--- src/common/tpps_cfg.svh ---
// Constants for the shared test-pin ownership block.
// Assumes a 100 MHz system clock; the test clock is sampled, not used as a clock.
`ifndef TPPS_CFG_SVH
`define TPPS_CFG_SVH
`define TPPS_ADDR_CTRL      12'h000
`define TPPS_ADDR_STATUS    12'h004
`define TPPS_ADDR_PROBE_A   12'h008
`define TPPS_ADDR_PROBE_B   12'h00C
`define TPPS_ADDR_QCLK      12'h010
`define TPPS_ADDR_NODES     12'h014
`define TPPS_CTRL_RST       32'h0000_0000
`define TPPS_QCLK_RST       32'h0000_0000
`define TPPS_NODE_W         32
`define TPPS_SEL_W          5
`define TPPS_NQUAD          4
`define TPPS_RESET_TCKS     3'h5
`define TPPS_CTRL_DEDIC     0
`define TPPS_CTRL_PR_EN     1
`define TPPS_CTRL_PR_KILL   2
`define TPPS_CTRL_CSUM_GO   3
`define TPPS_CTRL_TRST_EN   4
`define TPPS_CSUM_LEN       8'h20
`define TPPS_STAT_TAP_HI    3
`define TPPS_STAT_ACT       4
`define TPPS_STAT_BUSY      5
`define TPPS_STAT_CBIT      6
`define TPPS_SY_IDLE        2'h3
`endif

--- src/common/tpps_pkg.sv ---
// Types for the shared test-pin ownership block.
// Assumes tpps_cfg.svh is on the include path.
package tpps_pkg;
  // Test state machine states, standard 16-state encoding
  typedef enum logic [3:0] {
    TPPS_TLR = 4'hF, TPPS_RTI = 4'hC, TPPS_SDS = 4'h7, TPPS_CDR = 4'h6,
    TPPS_SDR = 4'h2, TPPS_E1D = 4'h1, TPPS_PDR = 4'h3, TPPS_E2D = 4'h0,
    TPPS_UDR = 4'h5, TPPS_SIS = 4'h4, TPPS_CIR = 4'hE, TPPS_SIR = 4'hA,
    TPPS_E1I = 4'h9, TPPS_PIR = 4'hB, TPPS_E2I = 4'h8, TPPS_UIR = 4'hD
  } tpps_tap_t;
endpackage

--- src/design/tpps_tap.sv ---
// Test access state machine advanced on sampled test clock rising edges.
// Assumes tck_rise is a one-cycle enable from the main clock domain.
`timescale 1ns/1ns
`default_nettype none
module tpps_tap
  import tpps_pkg::*;
(
  input  wire logic             mclk,
  input  wire logic             arst_n,
  input  wire logic             trst_n_s,
  input  wire logic             tck_rise,
  input  wire logic             tms_s,
  output tpps_pkg::tpps_tap_t   state
);
  typedef struct packed {
    tpps_tap_t st;
  } tpps_tap_st_t;
  tpps_tap_st_t s_q, s_d;

  always_comb begin
    s_d = s_q;
    if (!trst_n_s) begin
      s_d.st = TPPS_TLR;
    end else if (tck_rise) begin
      case (s_q.st)
        TPPS_TLR: s_d.st = tms_s ? TPPS_TLR : TPPS_RTI;
        TPPS_RTI: s_d.st = tms_s ? TPPS_SDS : TPPS_RTI;
        TPPS_SDS: s_d.st = tms_s ? TPPS_SIS : TPPS_CDR;
        TPPS_CDR: s_d.st = tms_s ? TPPS_E1D : TPPS_SDR;
        TPPS_SDR: s_d.st = tms_s ? TPPS_E1D : TPPS_SDR;
        TPPS_E1D: s_d.st = tms_s ? TPPS_UDR : TPPS_PDR;
        TPPS_PDR: s_d.st = tms_s ? TPPS_E2D : TPPS_PDR;
        TPPS_E2D: s_d.st = tms_s ? TPPS_UDR : TPPS_SDR;
        TPPS_UDR: s_d.st = tms_s ? TPPS_SDS : TPPS_RTI;
        TPPS_SIS: s_d.st = tms_s ? TPPS_TLR : TPPS_CIR;
        TPPS_CIR: s_d.st = tms_s ? TPPS_E1I : TPPS_SIR;
        TPPS_SIR: s_d.st = tms_s ? TPPS_E1I : TPPS_SIR;
        TPPS_E1I: s_d.st = tms_s ? TPPS_UIR : TPPS_PIR;
        TPPS_PIR: s_d.st = tms_s ? TPPS_E2I : TPPS_PIR;
        TPPS_E2I: s_d.st = tms_s ? TPPS_UIR : TPPS_SIR;
        TPPS_UIR: s_d.st = tms_s ? TPPS_SDS : TPPS_RTI;
        default:  s_d.st = TPPS_TLR;
      endcase
    end
  end

  always_ff @(posedge mclk or negedge arst_n) begin
    if (!arst_n) begin
      s_q <= '{st: TPPS_TLR};
    end else begin
      s_q <= s_d;
    end
  end

  assign state = s_q.st;
endmodule // tpps_tap
`default_nettype wire

--- src/design/tpps_top.sv ---
// Ownership of the shared test pins, probe outputs and quadrant clock pins.
// Assumes an APB master on mclk; test pins arrive asynchronously and are synchronised here.
// Summary of operation
// - Flexible mode: test mode select low hands clock, data pins to scan.
// - Pins stay in test duty until the state machine reaches logic reset.
// - Five test clocks with mode select high reach logic reset.
// - Dedicated mode follows standard scan protocol, no pin sharing.
// - Checksum run drives test data out; pin returns to scan (in test duty) or user afterwards.
// - Two probe pins each show any selected internal node live.
// - Probes may become user I/O, and can be disabled permanently.
// - Four quadrant clock pins drive quadrants or act as plain I/O.
// - Active-low test reset, synchronised to mclk, initialises scan circuit when enabled.
`include "tpps_cfg.svh"
`timescale 1ns/1ns
`default_nettype none
module tpps_top
  import tpps_pkg::*;
(
  input  wire logic                      mclk,
  input  wire logic                      arst_n,
  input  wire logic                      psel,
  input  wire logic                      penable,
  input  wire logic                      pwrite,
  input  wire logic [11:0]               paddr,
  input  wire logic [31:0]               pwdata,
  output logic [31:0]                    prdata,
  output logic                           pready,
  output logic                           pslverr,
  input  wire logic                      tms_pin,
  input  wire logic                      tck_pin,
  input  wire logic                      tdi_pin,
  input  wire logic                      trst_n_pin,
  output logic                           tdo_out,
  output logic                           tdo_oe,
  input  wire logic                      user_tdo_out,
  input  wire logic                      user_tdo_oe,
  output logic                           user_tck_in,
  output logic                           user_tdi_in,
  output logic                           test_active,
  input  wire logic [`TPPS_NODE_W-1:0]   node_bus,
  input  wire logic                      user_pra_out,
  input  wire logic                      user_prb_out,
  output logic                           probe_out_a,
  output logic                           probe_out_b,
  input  wire logic [`TPPS_NQUAD-1:0]    quadrant_clock_inputs,
  output logic [`TPPS_NQUAD-1:0]         quad_clk_en,
  output logic [`TPPS_NQUAD-1:0]         quad_user_in
);
  typedef struct packed {
    logic [1:0]              tms_sy;
    logic [1:0]              tck_sy;
    logic [1:0]              tdi_sy;
    logic [1:0]              trst_sy;
    logic                    tck_prev;
    logic                    act;
    logic                    dedic;
    logic                    pr_en;
    logic                    pr_kill;
    logic                    trst_en;
    logic [`TPPS_SEL_W-1:0]  sel_a;
    logic [`TPPS_SEL_W-1:0]  sel_b;
    logic [`TPPS_NQUAD-1:0]  qclk_use;
    logic [`TPPS_NQUAD-1:0]  qgrp;
    logic                    csum_busy;
    logic [7:0]              csum_cnt;
    logic                    csum_bit;
    logic [31:0]             prdata;
    logic                    pready;
    logic                    pslverr;
    logic                    tdo_out;
    logic                    tdo_oe;
    logic                    tck_in;
    logic                    tdi_in;
    logic                    pa;
    logic                    pb;
    logic [`TPPS_NQUAD-1:0]  qen;
    logic [`TPPS_NQUAD-1:0]  qin;
  } tpps_st_t;
  tpps_st_t s_q, s_d;

  tpps_tap_t tap_state;
  logic      tck_rise;
  logic      trst_eff_n;
  logic [`TPPS_NQUAD-1:0] q_sy1_q, q_sy2_q;

  // Test clock idles low and tck_prev resets low, so no false edge follows reset
  assign tck_rise   = s_q.tck_sy[1] & ~s_q.tck_prev;
  // reset only honoured when the pin is reserved as test reset
  assign trst_eff_n = ~s_q.trst_en | s_q.trst_sy[1];

  tpps_tap u_tap (
    .mclk     (mclk),
    .arst_n   (arst_n),
    .trst_n_s (trst_eff_n),
    .tck_rise (tck_rise),
    .tms_s    (s_q.tms_sy[1]),
    .state    (tap_state)
  );

  // Quadrant pins synchronised separately; they are plain inputs when not clocks
  always_ff @(posedge mclk or negedge arst_n) begin
    if (!arst_n) begin
      q_sy1_q <= '0;
      q_sy2_q <= '0;
    end else begin
      q_sy1_q <= quadrant_clock_inputs;
      q_sy2_q <= q_sy1_q;
    end
  end

  always_comb begin
    s_d = s_q;
    s_d.tms_sy  = {s_q.tms_sy[0], tms_pin};
    s_d.tck_sy  = {s_q.tck_sy[0], tck_pin};
    s_d.tdi_sy  = {s_q.tdi_sy[0], tdi_pin};
    s_d.trst_sy = {s_q.trst_sy[0], trst_n_pin};
    s_d.tck_prev = s_q.tck_sy[1];
    // dedicated mode keeps pins in test duty permanently
    if (s_q.dedic) begin
      s_d.act = 1'b1;
    // flexible mode, select low claims the pins
    end else if (!s_q.tms_sy[1]) begin
      s_d.act = 1'b1;
    // released once logic reset is reached
    // A low mode select above wins, so the pins never flicker free
    end else if (tap_state == TPPS_TLR) begin
      s_d.act = 1'b0;
    end
    // checksum run owns test data out for a fixed length
    // Counts test clock rises, so a host that stops the clock stalls the run
    if (s_q.csum_busy) begin
      if (tck_rise) begin
        s_d.csum_bit = s_q.csum_bit ^ s_q.tdi_sy[1];
        if (s_q.csum_cnt == 8'h01) begin
          s_d.csum_busy = 1'b0;
        end
        s_d.csum_cnt = s_q.csum_cnt - 8'h01;
      end
    end
    s_d.pready  = 1'b0;
    s_d.pslverr = 1'b0;
    // Setup cycle decodes and registers the answer, so pready and read
    // data come straight from flops in the access cycle that follows
    if (psel && !penable) begin
      s_d.pready = 1'b1;
      s_d.prdata = '0;
      case (paddr)
        `TPPS_ADDR_CTRL: begin
          s_d.prdata[`TPPS_CTRL_DEDIC]   = s_q.dedic;
          s_d.prdata[`TPPS_CTRL_PR_EN]   = s_q.pr_en;
          s_d.prdata[`TPPS_CTRL_PR_KILL] = s_q.pr_kill;
          s_d.prdata[`TPPS_CTRL_CSUM_GO] = s_q.csum_busy;
          s_d.prdata[`TPPS_CTRL_TRST_EN] = s_q.trst_en;
        end
        `TPPS_ADDR_STATUS: begin
          s_d.prdata[`TPPS_STAT_TAP_HI:0] = tap_state;
          s_d.prdata[`TPPS_STAT_ACT]      = s_q.act;
          s_d.prdata[`TPPS_STAT_BUSY]     = s_q.csum_busy;
          s_d.prdata[`TPPS_STAT_CBIT]     = s_q.csum_bit;
        end
        `TPPS_ADDR_PROBE_A: begin
          s_d.prdata[`TPPS_SEL_W-1:0] = s_q.sel_a;
        end
        `TPPS_ADDR_PROBE_B: begin
          s_d.prdata[`TPPS_SEL_W-1:0] = s_q.sel_b;
        end
        `TPPS_ADDR_QCLK: begin
          s_d.prdata[2*`TPPS_NQUAD-1:0] = {s_q.qgrp, s_q.qclk_use};
        end
        `TPPS_ADDR_NODES: begin
          s_d.prdata = node_bus;
        end
        // Unmapped: error response, read data stays zero
        default: begin
          s_d.pslverr = 1'b1;
        end
      endcase
    end
    // Access edge with pready high is the only edge at which a write lands;
    // the master may still change its request until then
    if (psel && penable && s_q.pready && pwrite) begin
      case (paddr)
        `TPPS_ADDR_CTRL: begin
          s_d.dedic   = pwdata[`TPPS_CTRL_DEDIC];
          s_d.pr_en   = pwdata[`TPPS_CTRL_PR_EN] & ~s_q.pr_kill;
          s_d.trst_en = pwdata[`TPPS_CTRL_TRST_EN];
          // kill is one-way until power-up reset
          if (pwdata[`TPPS_CTRL_PR_KILL]) begin
            s_d.pr_kill = 1'b1;
            s_d.pr_en   = 1'b0;
          end
          // a new run starts only when none is in flight
          if (pwdata[`TPPS_CTRL_CSUM_GO] && !s_q.csum_busy) begin
            s_d.csum_busy = 1'b1;
            s_d.csum_cnt  = `TPPS_CSUM_LEN;
            s_d.csum_bit  = 1'b0;
          end
        end
        `TPPS_ADDR_PROBE_A: begin
          s_d.sel_a = pwdata[`TPPS_SEL_W-1:0];
        end
        `TPPS_ADDR_PROBE_B: begin
          s_d.sel_b = pwdata[`TPPS_SEL_W-1:0];
        end
        `TPPS_ADDR_QCLK: begin
          s_d.qclk_use = pwdata[`TPPS_NQUAD-1:0];
          s_d.qgrp     = pwdata[2*`TPPS_NQUAD-1:`TPPS_NQUAD];
        end
        // Unmapped writes are dropped; the error went out in the setup answer
        default: begin
        end
      endcase
    end
    // pins follow the registered flag, not the raw mode select
    s_d.tck_in = s_q.act ? 1'b0 : s_q.tck_sy[1];
    s_d.tdi_in = s_q.act ? 1'b0 : s_q.tdi_sy[1];
    // Checksum outranks scan so a run started mid-test still drives the pin
    if (s_q.csum_busy) begin
      s_d.tdo_out = s_q.csum_bit;
      s_d.tdo_oe  = 1'b1;
    end else if (s_q.act) begin
      s_d.tdo_out = s_q.tdi_sy[1];
      s_d.tdo_oe  = (tap_state == TPPS_SDR) || (tap_state == TPPS_SIR);
    end else begin
      s_d.tdo_out = user_tdo_out;
      s_d.tdo_oe  = user_tdo_oe;
    end
    // probe shows live node or falls back to user logic
    if (s_q.pr_en) begin
      s_d.pa = node_bus[s_q.sel_a];
      s_d.pb = node_bus[s_q.sel_b];
    end else begin
      s_d.pa = user_pra_out;
      s_d.pb = user_prb_out;
    end
    // quadrant pin either gates clock to its quadrants or is I/O
    s_d.qen = s_q.qclk_use | (s_q.qgrp & {`TPPS_NQUAD{|s_q.qclk_use}});
    s_d.qin = q_sy2_q & ~s_q.qclk_use;
  end

  always_ff @(posedge mclk or negedge arst_n) begin
    if (!arst_n) begin
      s_q         <= '0;
      // Synchronisers start at the pins' idle levels, so leaving reset
      // does not look like mode select or test reset driven low
      s_q.tms_sy  <= `TPPS_SY_IDLE;
      s_q.trst_sy <= `TPPS_SY_IDLE;
    end else begin
      s_q <= s_d;
    end
  end

  assign prdata       = s_q.prdata;
  // Fixed single access cycle, no wait states
  assign pready       = s_q.pready;
  assign pslverr      = s_q.pslverr;
  assign tdo_out      = s_q.tdo_out;
  assign tdo_oe       = s_q.tdo_oe;
  assign user_tck_in  = s_q.tck_in;
  assign user_tdi_in  = s_q.tdi_in;
  assign test_active  = s_q.act;
  assign probe_out_a  = s_q.pa;
  assign probe_out_b  = s_q.pb;
  assign quad_clk_en  = s_q.qen;
  assign quad_user_in = s_q.qin;
endmodule // tpps_top
`default_nettype wire

--- config.mk ---
export PLATFORM = sky130hd
export DESIGN_NAME = tpps_top
export DESIGN_NICKNAME = d
export VERILOG_FILES = /design/src/common/tpps_pkg.sv /design/src/design/tpps_tap.sv /design/src/design/tpps_top.sv
export VERILOG_INCLUDE_DIRS = /design/src /design/src/common
export SDC_FILE = /design/constraint.sdc
export NUM_CORES = 1
export LEC_CHECK = 0
export ABC_AREA = 1
export ABC_CLOCK_PERIOD_IN_PS = 3800
export BUFFER_PORTS_ARGS = -buffer_cell sky130_fd_sc_hd__buf_4
export CAP_MARGIN = 20
export CORE_MARGIN = 3
export CORE_UTILIZATION = 40
export CTS_BUF_LIST = sky130_fd_sc_hd__clkbuf_4 sky130_fd_sc_hd__clkbuf_8
export DETAILED_ROUTE_END_ITERATION = 7
export PLACE_DENSITY_LB_ADDON = 0.08
export SETUP_SLACK_MARGIN = 0.1
export SLEW_MARGIN = 20
export SYNTH_ARGS = -nofsm -noshare
export SYNTH_HDL_FRONTEND = slang
export SYNTH_HIERARCHICAL = 1
export SYNTH_SLANG_ARGS = --single-unit
--- constraint.sdc ---
create_clock -name mclk -period 3.8 [get_ports mclk]
set_input_delay 0.57 -clock mclk [delete_from_list [all_inputs] [get_ports mclk]]
set_output_delay 0.57 -clock mclk [all_outputs]
set_load 0.005 [all_outputs]
==> results of run 1 <==
## metal layers
layer  up-vias  part of all wire (%)  GRT usage (%)
li1       2315                     -              -
met1      2217                    43           24.2
met2       181                    48           32.5
met3        37                   6.5           3.41
met4         0                   2.8           8.89
met5         -                     0              0
## per-stage QoR
stage | cells | area [um^2] | total power [mW] | worst slack (ps) | hold slack, ps
3_5_place_dp | 929 | 6140 | 1.63 | 1680 | 340
4_1_cts | 945 | 6350 | 2.37 | 1970 | 213
3_3_place_gp | 929 | 6140 | 1.62 | 1710 | 333
2_1_floorplan | 698 | 5420 | 1.46 | 2220 | 274
5_1_grt | 945 | 6350 | 2.48 | 1760 | 240
6_report | 945 | 6350 | 2.34 | 1920 | 194
## cell families (layout without fill, tap and decap cells)
logic type | after synthesis | after routing
flip-flops | 102 | 102
AND/OR/NAND/NOR | 425 | 425
adder cells (fa/ha/maj) | 2 | 2
buffers and inverters | 124 | 199
XOR/XNOR | 4 | 4
AO/OA/AOI/OAI | 41 | 41
## power by group
| part | total (mW) | switching (mW) | internal [mW] | leakage, nW |
|---|---|---|---|---|
| sequential | 1.25 | 0.0791 | 1.17 | 1.29 |
| clock | 0.733 | 0.383 | 0.350 | 0.106 |
| combinational | 0.355 | 0.199 | 0.156 | 2.05 |
## cells in the final DEF (no fill, tap or decap), types with 2 or more instances in the layout
cell and count:
nand2_4 2, nand3_4 2, ha_1 2, nand3b_2 3, dfstp_2 8, nand3_2 2
clkinv_4 3, nor2_1 38, nor2_4 6, nand2_1 244, inv_2 4, dfrtp_1 94
clkbuf_8 11, o21ai_1 6, nor2_2 4, o21ai_0 21, nand3b_1 2, nand2_2 3
a21oi_1 8, nor3_1 3, o211ai_1 3, buf_4 118, xor2_1 3, nor3_2 2
inv_1 58, nor3_4 2, nand4_1 4, nand3_1 107
## sequential cells by signal (all words and copies together) (netlist names), 4 cells and up
name          cells
q_sy2_q           4
quad_user_in      4
s_q              36
u_tap/state       4
s_d               5
quad_clk_en       4
prdata           32
q_sy1_q           4
## area by class of cell
class                      count  area [um^2]
fill                        1362         6570
sequential                   102         2560
multi-input combinational    472         2210
timing repair buffer         119          906
inverter                      64          246
tap                          172          215
clock buffer                  12          159
clock inverter                 4         55.1
## path summary, 6_finish.rpt
check | slack [ps] | from | endpoint | depth (start not counted)
max reg2reg | 1920 | s_q[71] | probe_out_a | 9
max | 1920 | s_q[71] | probe_out_a | 9
min | 190 | arst_n | prdata[26] | 1
min in group mclk | 290 | quadrant_clock_inputs[3] | q_sy1_q[3] | 1
max in group asynchronous | 2840 | arst_n | u_tap/state[1] | 2
min reg2reg | 360 | q_sy1_q[0] | q_sy2_q[0] | 0
==> flow_summary.ini, run 1 <==
[status]
status = completed

[placed_design]
dp_hpwl_um = 10400
io_buffers = 117
gp_congestion = 0.856

[timing]
hold_viol = 0
setup_viol = 0
slew_headroom_pct = 36.7
setup_tns_ps = 0
worst_pin_slew_ps = 948
fin_crit_ps = 1880
fin_crit_sh_pct = 49.5
fin_skew_ps = 6.31
drv_slew = 0
rsz0062_at_grt = false
fmax_mhz = 531

[clock_tree]
cts_setup_buffers = 0
hold_buffers = 0
numCtsBuffers = 9
clkTransAtPathRegs_ps = 100
htreeDepth = 3
clock_latency_ps = 390
cts_root_buffer = clkbuf_8
cts_tree = yes
cts_resized = 0
ctsLongestPathBuffers = 2
cts.sinks = 102

[grt]
antenna_found_initial = 0
globalRoute.totalOverflow = 0
grt_pass1_vias = 4670
grt_pass1_wl_um = 22500
grtUsageTotal_pct = 19.3
grt_max_degree = 54

[drt]
ant_nets = 0
drt-total-wl_um = 14100
routed_via_density = 5.03
routedWlPerCell_um = 14.9
drt_iter0_drc = 441
via_count = 4750
drt_pre_antenna_iters = 5
remaining_drc_errors = 0

[cells_and_area]
drive_gt1_share_pct = 22.8
fin_nets = 863
antenna_cells = 0
final_core_util_pct = 49.1
syn_to_final_growth_pct = 17.3

[synthesis]
synthDistinctLibCells = 35
ys_ff_latch = 102
syn_area_um2 = 5420
synth_xor_area_share_pct = 0.647
yosysMostFrequentCell = nand2_1
synth_edf_count = 0
synth_adder_area_share_pct = 0.462
ys_top_cells_by_area = dfrtp_1 (43%), nand2_1 (17%), nand3_1 (9.9%), buf_4 (6.1%), inv_1 (4.0%)
ys_async_sr_fraction_pct = 100
synth_top_family_by_area = simple AND/OR/NAND/NOR gates
synth_top_cell_by_area = dfrtp_1
synthCells = 698
yosysSeqAreaShare_pct = 47.3
synth_top_area_share_pct = 43.4
yosysWarnings = 6
avgSynthCellArea_um2 = 7.76
synth_nets = 793
synth_flop_cell = dfrtp_1
yosys.area_share.simple_pct = 35.6
synthMuxAreaShare_pct = 0
synth_compound_area_share_pct = 4.04
synth_commonest_cells = nand2_1 (244), nand3_1 (107), dfrtp_1 (94)

[setup_path]
cp-start-kind = register
path_class = reg -> reg
crit_fanout = 19
crit_chain = inv_2 > nand2_1 > nand3_1 > nand3_1 > nand2_1 > nand2_1 > nand3_1 > nand3_1 > nand2_1
max_stage_delay_ps = 820
worstSetupEndpointType = register
critPathBufInv = 1
critPathArrivalTime_ps = 2170
slowest_stage = dfrtp_1
critPathTopFamily = flip-flops
worstPathRequired_ps = 4090

[die]
io_pins = 142
row_count = 41
die_h_um = 122
fp.dieW_um = 122
start_util_pct = 41.9
fp.coreArea_um2 = 12900
die_area_um2 = 15000

[job]
cap_violations = 0

[power_and_ir_drop]
p_leak_nw = 3.44
ir_drop_uv = 276
powerDensity_nw_per_um2 = 368

[hold_path]
hp-class = in -> async
Note: power is estimated with default switching activity, not from simulation.
==> run 2, diff against run 1 <==
ABC_CLOCK_PERIOD_IN_PS = 1950   (was 3800)
clock period = 1.95 ns   (was 3.8 ns; I/O delays follow)
==> run 2 against run 1 <==
Cell count is 1.7% higher. Clock-buffer cell count stayed put. Combinational power is 100% higher. Maximum frequency is 19% higher. Design area is 2.7% higher. Non-clock buffer count is 16 higher. Die area stayed put. Worst hold slack worse by 52 ps. Power is 100% higher. Register-to-register slack worse by 1500 ps. Sequential cell count stayed put. Critical endpoint is now probe_out_b. Highest routed layer unchanged.
==> flow_summary.ini, run 2 (synthesis gave the netlist of run 1 again) <==
[setup_path]
cp-start-kind = register
crit_top_cell = nand3_1
timing.critical_path.to = probe_out_b
path_class = reg -> reg
worstPathRequired_ps = 2270
worstSetupEndpointType = register
max_stage_delay_ps = 630
crit_fanout = 11
reg2reg_depth = 8
r2r_slack_ps = 370
crit_chain = inv_1 > nand3_1 > nand3_1 > nand2_1 > nand2_1 > nand3_1 > nand3_1 > nand2_1
rr_startpoint = s_q[67]
slowest_stage = dfrtp_1
critPathArrivalTime_ps = 1900
worstSetupStartpoint = s_q[67]
timing.rr.end = probe_out_b

[cells_and_area]
fin_nets = 879
nFillCells = 1309
regArea_um2 = 2560
syn_to_final_growth_pct = 20.5
multiInputGateArea_um2 = 2210
final_area_um2 = 6530
final_common_cell = nand2_1
antenna_cells = 0
largest_reg_flops = 36
final_cell_mix = nand2_1 (244), buf_4 (124), nand3_1 (107)
largest_register = s_q
drive_gt1_share_pct = 23.2
final_core_util_pct = 50.5

[clock_tree]
cts.sinks = 102
cts_resized = 0
ctsLongestPathBuffers = 2
clock_latency_ps = 370
numCtsBuffers = 9
cts_tree = yes
cts_root_buffer = clkbuf_8
htreeDepth = 3
clkTransAtPathRegs_ps = 90

[status]
status = completed

[timing]
rsz0062_at_grt = false
fin_crit_ps = 1580
fin_crit_sh_pct = 81.1
setup_viol = 0
hold_viol = 0
hold_ws_ps = 143
slew_headroom_pct = 55.7
drv_slew = 0
setup_tns_ps = 0
fin_skew_ps = 9.22
worst_pin_slew_ps = 658
fmax_mhz = 632

[die]
fp.coreArea_um2 = 12900
io_pins = 142
start_util_pct = 41.9
die_area_um2 = 15000
die_h_um = 122
row_count = 41
fp.dieW_um = 122

[drt]
routedWlPerCell_um = 14.7
routed_via_density = 4.88
remaining_drc_errors = 0
drt_pre_antenna_iters = 5
drt-total-wl_um = 14200
drt_iter0_drc = 336
ant_nets = 0
via_count = 4692

[grt]
antenna_found_initial = 0
grt_pass1_wl_um = 22500
grt_pass1_vias = 4690
grtUsageTotal_pct = 19.2
globalRoute.totalOverflow = 0
grt_max_degree = 39

[placed_design]
io_buffers = 117
placed_cell_area_um2 = 6200
dp_hpwl_um = 10500
gp_congestion = 0.843

[power_and_ir_drop]
p_leak_nw = 3.53
powerDensity_nw_per_um2 = 715
ir_drop_uv = 393

[job]
cap_violations = 0

[hold_path]
hp-class = in -> reg
-- run 2: where the power goes --
group | internal, mW | switching, mW | total (mW) | leakage, nW
Clock | 0.794 | 0.717 | 1.51 | 0.118
Combinational | 0.322 | 0.399 | 0.721 | 2.13
Sequential | 2.28 | 0.152 | 2.43 | 1.29
-- run 2: metrics by stage --
| stage | setup WS, ps | cells | total power, mW |
|---|---|---|---|
| floorplan | 645 | 698 | 2.85 |
| global placement | 308 | 936 | 3.16 |
| detailed placement | 283 | 936 | 3.18 |
| CTS | 398 | 960 | 4.74 |
| global route | 251 | 961 | 4.94 |
| finish | 368 | 961 | 4.67 |
-- run 2: worst min-delay path by stage --
stage                                   startpoint          end  slack [ps]  cells past startpoint
final                                 user_pra_out  probe_out_a         140                      3
after floorplan                             arst_n    prdata[0]          -3                      0
after global placement                      arst_n   prdata[29]         240                      1
after CTS                 quadrant_clock_inputs[3]   q_sy1_q[3]         0.2                      1
after global routing                  user_pra_out  probe_out_a         130                      3
after detailed placement                    arst_n   prdata[29]         250                      1
-- run 2: critical path, delay by kind of cell (launching register included) --
kind / cells / cell delay (ps)
DFF: 1 / 630
buffers and inverters: 1 / 290
and+or+nand+nor: 7 / 610
-- run 2: layer usage --
metal,part of all wire [%],GRT usage [%]
met1,44,24.7
met3,5.8,3.96
met2,49,32.8
met5,0,0
met4,1.4,5.32
-- run 2: what timing repair did --
action | CTS | global route
hold buffers | 8 | 1
endpoints found under the hold margin | 33 | 1
buffers inserted | 0 | 0
-- run 2: layout make-up --
class	instances	area share, %
tap	172	3.30
inverter	64	3.78
sequential	102	39.3
clock inverter	4	1.19
clock buffer	12	2.34
multi-input combinational	472	33.9
timing repair buffer	135	16.3
==> run 3, diff against run 2 <==
ABC_CLOCK_PERIOD_IN_PS = 1410   (was 1950)
clock period = 1.41 ns   (was 1.95 ns; I/O delays follow)
==> run 3 against run 2 <==
Cell count grew 2.3%. Global-route usage grew 0.78 points. Via count grew 3.4%. Critical path depth grew 1. Critical endpoint is now probe_out_a. Largest cell class unchanged.
==> flow_summary.ini, run 3 (synthesis gave the netlist of run 1 again) <==
[status]
status = completed

[setup_path]
worstPathRequired_ps = 1680
path_class = reg -> reg
critPathArrivalTime_ps = 1580
worstSetupEndpointType = register
cp-start-kind = register
r2r_slack_ps = 100
crit_fanout = 18

[die]
fp.coreArea_um2 = 12900
fp.dieW_um = 122
start_util_pct = 41.9
io_pins = 142
die_area_um2 = 15000
die_h_um = 122
row_count = 41

[clock_tree]
htreeDepth = 3
cts_root_buffer = clkbuf_8
clkTransAtPathRegs_ps = 90
numCtsBuffers = 9
ctsLongestPathBuffers = 2
cts_tree = yes
cts.sinks = 102
clock_latency_ps = 370

[grt]
antenna_found_initial = 0
grt_pass1_wl_um = 23300
grtUsageTotal_pct = 19.9
grt_max_degree = 34
globalRoute.totalOverflow = 0
grt_pass1_vias = 4854

[drt]
ant_nets = 0
routed_via_density = 4.93
drt_pre_antenna_iters = 5
drt-total-wl_um = 14400
drt_iter0_drc = 237
routedWlPerCell_um = 14.7
remaining_drc_errors = 0
via_count = 4851

[power_and_ir_drop]
p_switching_mw = 1.79
seqPwrFrac_pct = 53.2
p_comb_share_pct = 16.6
internal-power_mw = 4.56
ir_drop_uv = 773
switching_share_pct = 28.2
powerDensity_nw_per_um2 = 936
pwr-share-clk_pct = 30.3
p_leak_nw = 3.67

[timing]
rsz0062_at_grt = true
fin_ws_ps = 98.2
setup_viol = 0
drv_slew = 0
fmax_mhz = 762
worst_pin_slew_ps = 318
hold_viol = 0
fin_crit_sh_pct = 93.0
slew_headroom_pct = 78.8
fin_skew_ps = 6.81
fin_crit_ps = 1310

[cells_and_area]
syn_to_final_growth_pct = 25.3
fin_nets = 901
largest_reg_flops = 36
regArea_um2 = 2560
final_cell_mix = nand2_1 (241), buf_4 (138), nand3_1 (107)
drive_gt1_share_pct = 26.6
antenna_cells = 0
final_area_um2 = 6790
multiInputGateArea_um2 = 2240
final_common_cell = nand2_1
largest_register = s_q
nFillCells = 1294

[placed_design]
dp_slack_ps = -24.5
dp_hpwl_um = 10700
gp_congestion = 0.838
io_buffers = 117
placed_cell_area_um2 = 6390

[hold_path]
hp-class = in -> reg

[job]
cap_violations = 0
-- run 3: stage by stage --
step                util (%)  power (mW)  cells  hold slack, ps  setup TNS [ps]
floorplan                  -        3.94    698           -84.1               0
global placement        49.4        4.39    952             120               0
detailed placement      49.4        4.42    952             123           -82.7
CTS                     51.9        6.41    979            35.5               0
global route            52.5        6.73    983            50.3               0
finish                  52.5        6.35    983            59.3               0
-- run 3: final timing paths --
check / start / end / depth (start not counted)
min in group asynchronous: arst_n / prdata[29] / 2
worst max register to register: s_q[71] / probe_out_a / 9
worst max-delay path: s_q[71] / probe_out_a / 9
worst min-delay path: user_pra_out / probe_out_a / 3
max in group asynchronous: arst_n / prdata[22] / 3
worst min register to register: q_sy1_q[3] / q_sy2_q[3] / 0
-- run 3: cell type report --
cell class                 count  share of cell area [%]
timing repair buffer         157                    19.3
inverter                      64                    3.71
tap                          172                    3.17
multi-input combinational    472                    33.0
clock buffer                  12                    2.25
clock inverter                 4                   0.811
sequential                   102                    37.8
-- run 3: metal layers --
| metal | GRT usage [%] | routed length [um] | vias to the layer above |
|---|---|---|---|
| met5 | 0 | 0 | - |
| met4 | 8.12 | 370 | 0 |
| met3 | 3.78 | 843 | 30 |
| met2 | 34.7 | 7130 | 157 |
| met1 | 24.4 | 6080 | 2274 |
| li1 | - | - | 2390 |
-- run 3: repair_timing --
item,in CTS,in global routing
resized for setup,4,16
hold endpoints to repair,41,0
setup endpoints to repair,8,20
hold buffers,9,0
setup buffers,2,4
pin swaps,2,5
-- run 3: power by group through the flow --
stage / Combinational, mW / Sequential, mW / Clock [mW]
floorplan: 0.578 / 3.36 / 0
global placement: 0.979 / 3.41 / 0
detailed placement: 1.00 / 3.42 / 0
CTS: 1.03 / 3.37 / 2.01
global route: 1.20 / 3.41 / 2.12
finish: 1.05 / 3.38 / 1.92
-- run 3: critical path: stages (launching register included) --
cell and delay [ps]:
dfrtp_1 420, buf_6 180, nand2_1 80, nand3_1 90
nand3_1 100, nand2_1 70, nand2_1 60, nand3b_1 70
nand3_1 70, nand2_1 50
